### config.mk
export PLATFORM = sky130hd
export DESIGN_NAME = usb_irq_mask_and_ack
export DESIGN_NICKNAME = d
export VERILOG_FILES = /design/src/usb_irq_pkg.sv /design/src/usb_irq_mask_and_ack.sv /design/src/sticky_flags.sv
export SDC_FILE = /design/constraint.sdc
export NUM_CORES = 1
export LEC_CHECK = 0
export ABC_AREA = 1
export ABC_CLOCK_PERIOD_IN_PS = 2250
export BUFFER_PORTS_ARGS = -buffer_cell sky130_fd_sc_hd__buf_2
export CAP_MARGIN = 30
export CORE_MARGIN = 2
export CORE_UTILIZATION = 43
export DETAILED_ROUTE_END_ITERATION = 10
export PLACE_DENSITY = 0.78
export SETUP_SLACK_MARGIN = 0.2
export SLEW_MARGIN = 20
export SYNTH_ARGS = -nofsm -noshare
export SYNTH_HDL_FRONTEND = slang
export SYNTH_SLANG_ARGS = --single-unit
### constraint.sdc
create_clock -name mclk -period 2.25 [get_ports mclk]
set_input_delay 0.3375 -clock mclk [delete_from_list [all_inputs] [get_ports mclk]]
set_output_delay 0.3375 -clock mclk [all_outputs]
set_load 0.03 [all_outputs]
### src/usb_irq_pkg.sv
// Purpose: Shared constants for the USB interrupt mask and acknowledge block.
// Assumes: 32-bit register port, byte addresses, one aligned word per register.
// Notes:   Reserved bits of every field-shaped register read as zero.
package usb_irq_pkg;

    localparam int ADDR_W = 8;
    localparam int DATA_W = 32;
    localparam int VEC_W  = 8;
    localparam int EVT_W  = 3;

    // Register map, byte offsets
    localparam logic [ADDR_W-1:0] OFS_MASK     = 8'h00;
    localparam logic [ADDR_W-1:0] OFS_SET      = 8'h04;
    localparam logic [ADDR_W-1:0] OFS_CLR      = 8'h08;
    localparam logic [ADDR_W-1:0] OFS_MASKED   = 8'h0C;
    localparam logic [ADDR_W-1:0] OFS_EOI      = 8'h10;
    localparam logic [ADDR_W-1:0] OFS_RAW      = 8'h14;
    localparam logic [ADDR_W-1:0] OFS_RAWCLR   = 8'h18;
    localparam logic [ADDR_W-1:0] OFS_EVT_STAT = 8'h1C;
    localparam logic [ADDR_W-1:0] OFS_EVT_MASK = 8'h20;

    // Field layout shared by mask, set, clear, masked and raw registers
    localparam logic [DATA_W-1:0] CORE_FIELD = 32'h01FF_0000;
    localparam logic [DATA_W-1:0] RX_FIELD   = 32'h0000_1F00;
    localparam logic [DATA_W-1:0] TX_FIELD   = 32'h0000_001F;
    localparam logic [DATA_W-1:0] FIELD_MASK = CORE_FIELD | RX_FIELD | TX_FIELD;

    // Reset values
    localparam logic [DATA_W-1:0] MASK_RST     = 32'h0000_0000;
    localparam logic [DATA_W-1:0] WORD_ZERO    = 32'h0000_0000;
    localparam logic [VEC_W-1:0]  VEC_RST      = 8'h00;
    localparam logic [EVT_W-1:0]  EVT_RST      = 3'h0;

    // Event status bit positions
    localparam int EVT_EOI  = 0;
    localparam int EVT_RISE = 1;
    localparam int EVT_BAD  = 2;

    // Keep only the documented source fields of a word
    function automatic logic [DATA_W-1:0] fld(input logic [DATA_W-1:0] w);
        fld = w & FIELD_MASK;
    endfunction : fld

endpackage : usb_irq_pkg

### src/usb_irq_mask_and_ack.sv
// Purpose: Per-source interrupt enable mask, masked status and end-of-interrupt
//          acknowledge for the USB core interrupt sources.
// Assumes: Raw sources arrive from core logic on mclk; registers on a plain port
//          with read data in the cycle after the read strobe.
// Notes:   Interrupt line drops for one cycle after an end-of-interrupt write so
//          an edge-triggered controller sees a fresh edge for remaining sources.
//
// Behaviour
// - Nine core-source enable bits live at bits 24..16 of the mask.
// - Five receive-endpoint enable bits live at bits 12..8 of the mask.
// - Transmit-endpoint enable bits live at bits 4..0 of the mask.
// - Each enable bit passes or blocks its raw source in masked status.
// - Ones written to set register core field set enable bits.
// - Ones written to set register receive or transmit field set enable bits.
// - Ones written to clear register core field clear enable bits.
// - Ones written to clear register endpoint fields clear enable bits.
// - Masked status bits 24..16 give gated core sources, read-only.
// - Masked status gives gated receive bits 12..8, transmit bits 4..0.
// - End-of-interrupt write produces a one-cycle acknowledge strobe.
// - End-of-interrupt write loads the eight-bit acknowledge vector.
// - After end-of-interrupt, interrupt is raised again while sources pend.
// - Masked sources come from the USB core only, not from DMA.
// - Ones written to raw-source clear register pulse source clear outputs.
`timescale 1ns/1ps
module usb_irq_mask_and_ack
    import usb_irq_pkg::*;
(
    input  wire logic              mclk,
    input  wire logic              sys_rst,
    input  wire logic [ADDR_W-1:0] reg_addr,
    input  wire logic [DATA_W-1:0] reg_wdata,
    input  wire logic              reg_wr,
    input  wire logic              reg_rd,
    output logic      [DATA_W-1:0] reg_rdata,
    input  wire logic [DATA_W-1:0] core_irq_src,
    output logic      [DATA_W-1:0] src_clear,
    output logic                   cpu_irq,
    output logic                   eoi_write,
    output logic      [VEC_W-1:0]  eoi_vector,
    output logic                   evt_irq
);

    logic [DATA_W-1:0] enable_mask_ff;
    logic [DATA_W-1:0] masked_status;
    logic [DATA_W-1:0] rd_mux;
    logic [DATA_W-1:0] rdata_ff;
    logic [DATA_W-1:0] src_clear_ff;
    logic [VEC_W-1:0]  eoi_vector_ff;
    logic              eoi_write_ff;
    logic              cpu_irq_ff;
    logic              nxt_cpu_irq;
    logic              evt_irq_ff;
    logic [EVT_W-1:0]  evt_mask_ff;
    logic [EVT_W-1:0]  evt_stat_ff;
    logic [EVT_W-1:0]  evt_set;
    logic [EVT_W-1:0]  evt_clr;
    logic              any_masked;
    logic              mapped;

    logic              wr_set;
    logic              wr_clr;
    logic              wr_eoi;
    logic              wr_rawclr;
    logic              wr_evt_mask;
    logic              rd_evt_stat;

    // Address decode
    assign wr_set      = reg_wr && (reg_addr == OFS_SET);
    assign wr_clr      = reg_wr && (reg_addr == OFS_CLR);
    assign wr_eoi      = reg_wr && (reg_addr == OFS_EOI);
    assign wr_rawclr   = reg_wr && (reg_addr == OFS_RAWCLR);
    assign wr_evt_mask = reg_wr && (reg_addr == OFS_EVT_MASK);
    assign rd_evt_stat = reg_rd && (reg_addr == OFS_EVT_STAT);

    always_comb begin
        case (reg_addr)
            OFS_MASK, OFS_SET, OFS_CLR, OFS_MASKED, OFS_EOI,
            OFS_RAW, OFS_RAWCLR, OFS_EVT_STAT, OFS_EVT_MASK: mapped = 1'b1;
            default:                                         mapped = 1'b0;
        endcase
    end

    // Enable mask: set and clear registers are separate addresses, so a single
    // strobe never carries both; only written ones act on the mask.
    always_ff @(posedge mclk or posedge sys_rst) begin
        if (sys_rst) begin
            enable_mask_ff <= MASK_RST;
        end else if (wr_set) begin
            enable_mask_ff <= enable_mask_ff | fld(reg_wdata);
        end else if (wr_clr) begin
            enable_mask_ff <= enable_mask_ff & ~fld(reg_wdata);
        end
    end

    // Core-only sources, gated by the enable mask per bit
    assign masked_status = fld(core_irq_src & enable_mask_ff);
    assign any_masked    = |masked_status;

    // End-of-interrupt vector and acknowledge strobe
    always_ff @(posedge mclk or posedge sys_rst) begin
        if (sys_rst) begin
            eoi_vector_ff <= VEC_RST;
        end else if (wr_eoi) begin
            eoi_vector_ff <= reg_wdata[VEC_W-1:0];
        end
    end

    always_ff @(posedge mclk or posedge sys_rst) begin
        if (sys_rst) begin
            eoi_write_ff <= 1'b0;
        end else begin
            eoi_write_ff <= wr_eoi;
        end
    end

    // Interrupt line: low for the cycle of the acknowledge strobe, then back
    // up if anything still pends. Costs one cycle of latency on new sources.
    assign nxt_cpu_irq = any_masked && !wr_eoi;

    always_ff @(posedge mclk or posedge sys_rst) begin
        if (sys_rst) begin
            cpu_irq_ff <= 1'b0;
        end else begin
            cpu_irq_ff <= nxt_cpu_irq;
        end
    end

    // Raw-source clear: one-cycle pulse per written one back to the core
    always_ff @(posedge mclk or posedge sys_rst) begin
        if (sys_rst) begin
            src_clear_ff <= WORD_ZERO;
        end else if (wr_rawclr) begin
            src_clear_ff <= fld(reg_wdata);
        end else begin
            src_clear_ff <= WORD_ZERO;
        end
    end

    // Block events for the housekeeping interrupt
    always_comb begin
        evt_set           = EVT_RST;
        evt_set[EVT_EOI]  = wr_eoi;
        evt_set[EVT_RISE] = nxt_cpu_irq && !cpu_irq_ff;
        evt_set[EVT_BAD]  = (reg_wr || reg_rd) && !mapped;
        evt_clr           = rd_evt_stat ? {EVT_W{1'b1}} : EVT_RST;
    end

    sticky_flags #(
        .W        (EVT_W)
    ) u_evt_flags (
        .mclk     (mclk),
        .sys_rst  (sys_rst),
        .set_in   (evt_set),
        .clr_in   (evt_clr),
        .flags_ff (evt_stat_ff)
    );

    always_ff @(posedge mclk or posedge sys_rst) begin
        if (sys_rst) begin
            evt_mask_ff <= EVT_RST;
        end else if (wr_evt_mask) begin
            evt_mask_ff <= reg_wdata[EVT_W-1:0];
        end
    end

    always_ff @(posedge mclk or posedge sys_rst) begin
        if (sys_rst) begin
            evt_irq_ff <= 1'b0;
        end else begin
            evt_irq_ff <= |(evt_stat_ff & evt_mask_ff);
        end
    end

    // Read path; write-only and unmapped words read as zero
    always_comb begin
        rd_mux = WORD_ZERO;
        case (reg_addr)
            OFS_MASK:     rd_mux = enable_mask_ff;
            OFS_MASKED:   rd_mux = masked_status;
            OFS_EOI:      rd_mux = {{(DATA_W-VEC_W){1'b0}}, eoi_vector_ff};
            OFS_RAW:      rd_mux = fld(core_irq_src);
            OFS_EVT_STAT: rd_mux = {{(DATA_W-EVT_W){1'b0}}, evt_stat_ff};
            OFS_EVT_MASK: rd_mux = {{(DATA_W-EVT_W){1'b0}}, evt_mask_ff};
            default:      rd_mux = WORD_ZERO;
        endcase
    end

    // Data stands only in the cycle after the read strobe
    always_ff @(posedge mclk or posedge sys_rst) begin
        if (sys_rst) begin
            rdata_ff <= WORD_ZERO;
        end else if (reg_rd) begin
            rdata_ff <= rd_mux;
        end else begin
            rdata_ff <= WORD_ZERO;
        end
    end

    assign reg_rdata  = rdata_ff;
    assign src_clear  = src_clear_ff;
    assign cpu_irq    = cpu_irq_ff;
    assign eoi_write  = eoi_write_ff;
    assign eoi_vector = eoi_vector_ff;
    assign evt_irq    = evt_irq_ff;
endmodule : usb_irq_mask_and_ack

### src/sticky_flags.sv
// Purpose: Sticky event flags, set by hardware and cleared by software.
// Assumes: Set and clear arrive as one-cycle pulses on mclk.
// Notes:   A set in the same cycle as a clear wins, so no event is lost.
`timescale 1ns/1ps
module sticky_flags
    import usb_irq_pkg::*;
#(
    parameter int W = EVT_W
) (
    input  wire logic         mclk,
    input  wire logic         sys_rst,
    input  wire logic [W-1:0] set_in,
    input  wire logic [W-1:0] clr_in,
    output logic      [W-1:0] flags_ff
);

    always_ff @(posedge mclk or posedge sys_rst) begin
        if (sys_rst) begin
            flags_ff <= {W{1'b0}};
        end else begin
            flags_ff <= (flags_ff & ~clr_in) | set_in;
        end
    end

endmodule : sticky_flags

==> flow_summary.yaml <==
status:
  status: "finished, final reports clean"
pwr:
  combPwrFrac_pct: 10.9
  vdd_drop_max_mv: 0.275
  p_seq_share_pct: 49.7
  p_leak_nw: 2.42
  switching_power_uw: 786
  internal-power_mw: 2.14
  clock_power_share_pct: 39.4
  p_per_area_nw_per_um2: 670
  p_total_mw: 2.92
  switching_share_pct: 26.9
routing:
  wl_um: 8930
  wl_per_cell_um: 13.8
  drtPass1Iterations: 4
  drc: 0
  detail-route-antenna-nets: 0
  vias: 3198
  drtIter0Drc: 197
  vias_per_cell: 4.94
global_route:
  grt_max_degree: 41
  overflow: 0
  antenna_found_initial: 0
  grt_pass1_vias: 2831
  grt_pass1_wl_um: 14000
  track_usage_pct: 20.3
placed_design:
  dp_hpwl_um: 6840
  preCtsSetupSlack_ns: 0.418
  io_buffers: 104
  place_congestion: 0.874
clock_network:
  insertion_delay_ns: 0.36
  cts-root-buf: "clkbuf_8"
  clkTransAtPathRegs_ns: 0.07
  clock_sinks: 77
  cts_tree: "done"
  cts_max_level: 3
  cts-buffers-inserted: 9
  clock_path_buffers: 2
  postCtsSetupBuffers: 0
synthesis:
  ys_ff_latch: 77
  postSynthCellCount: 429
  synth_cell_types: 19
  yosys_warnings: 0
  ys_seq_area_share_pct: 54.0
  syn_avg_cell_area_sq_um: 8.32
  syn_area_sq_um: 3570
layout:
  drive_above_1_share_pct: 26.0
  syn_to_final_growth_pct: 22.1
  num_antenna_cells: 0
  final_nets: 614
  final_cell_mix: "buf_2 (104), nand2_1 (90), dfrtp_1 (77)"
  final_common_cell: "buf_2"
timing:
  timing.hold.ws_ns: 0.210
  rsz0062_at_grt: "no"
  setup_viol: 0
  finalHoldViolCount: 0
  fin_crit_sh_pct: 65.1
  final_max_slew_viol_count: 0
  worst_clock_skew_ns: 0.0137
  tns_ns: 0
  setup_ws_ns: 0.786
  fmax_ghz: 0.683
  worst_slew_pin_slew_ns: 0.532
  layout_min_cycle_time_ns: 1.46
  relSlewSlack_pct: 64.5
worst_setup_path:
  cp-start-kind: "input pin"
  r2r_cells: 8
  crit_fanout: 13
  worstPathRequired_ns: 2.47
  end_kind: "flop"
  r2r_setup_slack_ns: 1.02
  r2r_end: "u_evt_flags.flags_ff[1]"
  cp.arrival_ns: 1.69
  path_class: "input pin to flop"
floorplanning:
  placementRows: 33
  die_area_sq_um: 9050
  fp.dieW_um: 95.1
  start_util_pct: 43.9
  num_io_pins: 151
  core-area_sq_um: 8130
  die_h_um: 95.1
worst_hold_path:
  hp-start: "reg_wdata[6]"
  hold_path_depth: 3
  holdCritPathClass: "input pin to flop"
  hold_path_end: "eoi_vector[6]"
run:
  maxCapViolCount: 0
[stage by stage]
| step | util, % | std cells | cell area, sq um |
|---|---|---|---|
| 2_1_floorplan | - | 451 | 3660 |
| 3_3_place_gp | 50.7 | 631 | 4130 |
| 3_5_place_dp | 50.7 | 631 | 4130 |
| 4_1_cts | 53.6 | 648 | 4360 |
| 5_1_grt | 53.6 | 648 | 4360 |
| 6_report | 53.6 | 648 | 4360 |
[layer usage]
metal	vias up	routed length (um)	track usage, %
met3	15	497	3.32
met2	120	4240	31.7
met5	-	0	0
met4	0	161	7.13
li1	1551	-	-
met1	1512	4030	28.5
[cell families after synthesis]
| logic type | synth area share [%] |
|---|---|
| DFF | 54.0 |
| AOI/OAI and AO/OA | 11.8 |
| buffers and inverters | 10.8 |
| other | 0.105 |
| and+or+nand+nor | 23.3 |
[Yosys cell counts, drive strengths merged]
library cell  count  share of area (%)
a21oi            19                2.7
buf              32                6.2
clkbuf            1               0.11
conb              1               0.11
dfrtp            77                 54
inv              42                4.4
nand2            94                 10
nand3            35                4.9
nand4             3               0.70
nor2             60                7.6
o211ai            1               0.21
o21ai            64                9.0
[worst max path at each step]
stage                           start                      end  slack, ns  depth (start not counted)
after floorplan           reg_addr[1]  u_evt_flags.flags_ff[1]       0.92                          7
after global placement    reg_addr[1]            eoi_vector[7]       0.46                          7
after detailed placement  reg_addr[1]            eoi_vector[7]       0.42                          7
after CTS                 reg_addr[1]            eoi_vector[7]       0.78                          7
after global routing      reg_addr[1]            eoi_vector[6]       0.63                          8
final                     reg_addr[1]            eoi_vector[7]       0.79                          7
[worst max-delay path: stages]
cell and delay (ns):
buf_2 0.11, nor2_2 0.21, nand2_2 0.14, nor2_2 0.22
nand2_1 0.33, inv_2 0.23, o21ai_0 0.11
[repair_timing]
item / 4_1_cts / 5_1_grt
endpoints found under the hold margin: 7 / 0
endpoints found under the setup margin: 0 / 0
hold buffers: 1 / 0
gates resized for setup: 0 / 0
[power groups by stage]
stage,registers (mW),clock network (mW),logic [mW]
final,1.45,1.15,0.318
after floorplan,1.50,0,0.198
after CTS,1.45,1.17,0.320
after detailed placement,1.48,0,0.318
after global placement,1.48,0,0.310
after global routing,1.46,1.24,0.353
[cell type report]
type                            instances  area, sq um
Fill cell                             777         3770
Sequential cell                        77         1930
Multi-Input combinational cell        299         1340
Timing Repair Buffer                  109          573
Inverter                               42          161
Tap cell                              105          131
Clock buffer                            9          124
Clock inverter                          7          100
Power figures use the tool's default switching activity.
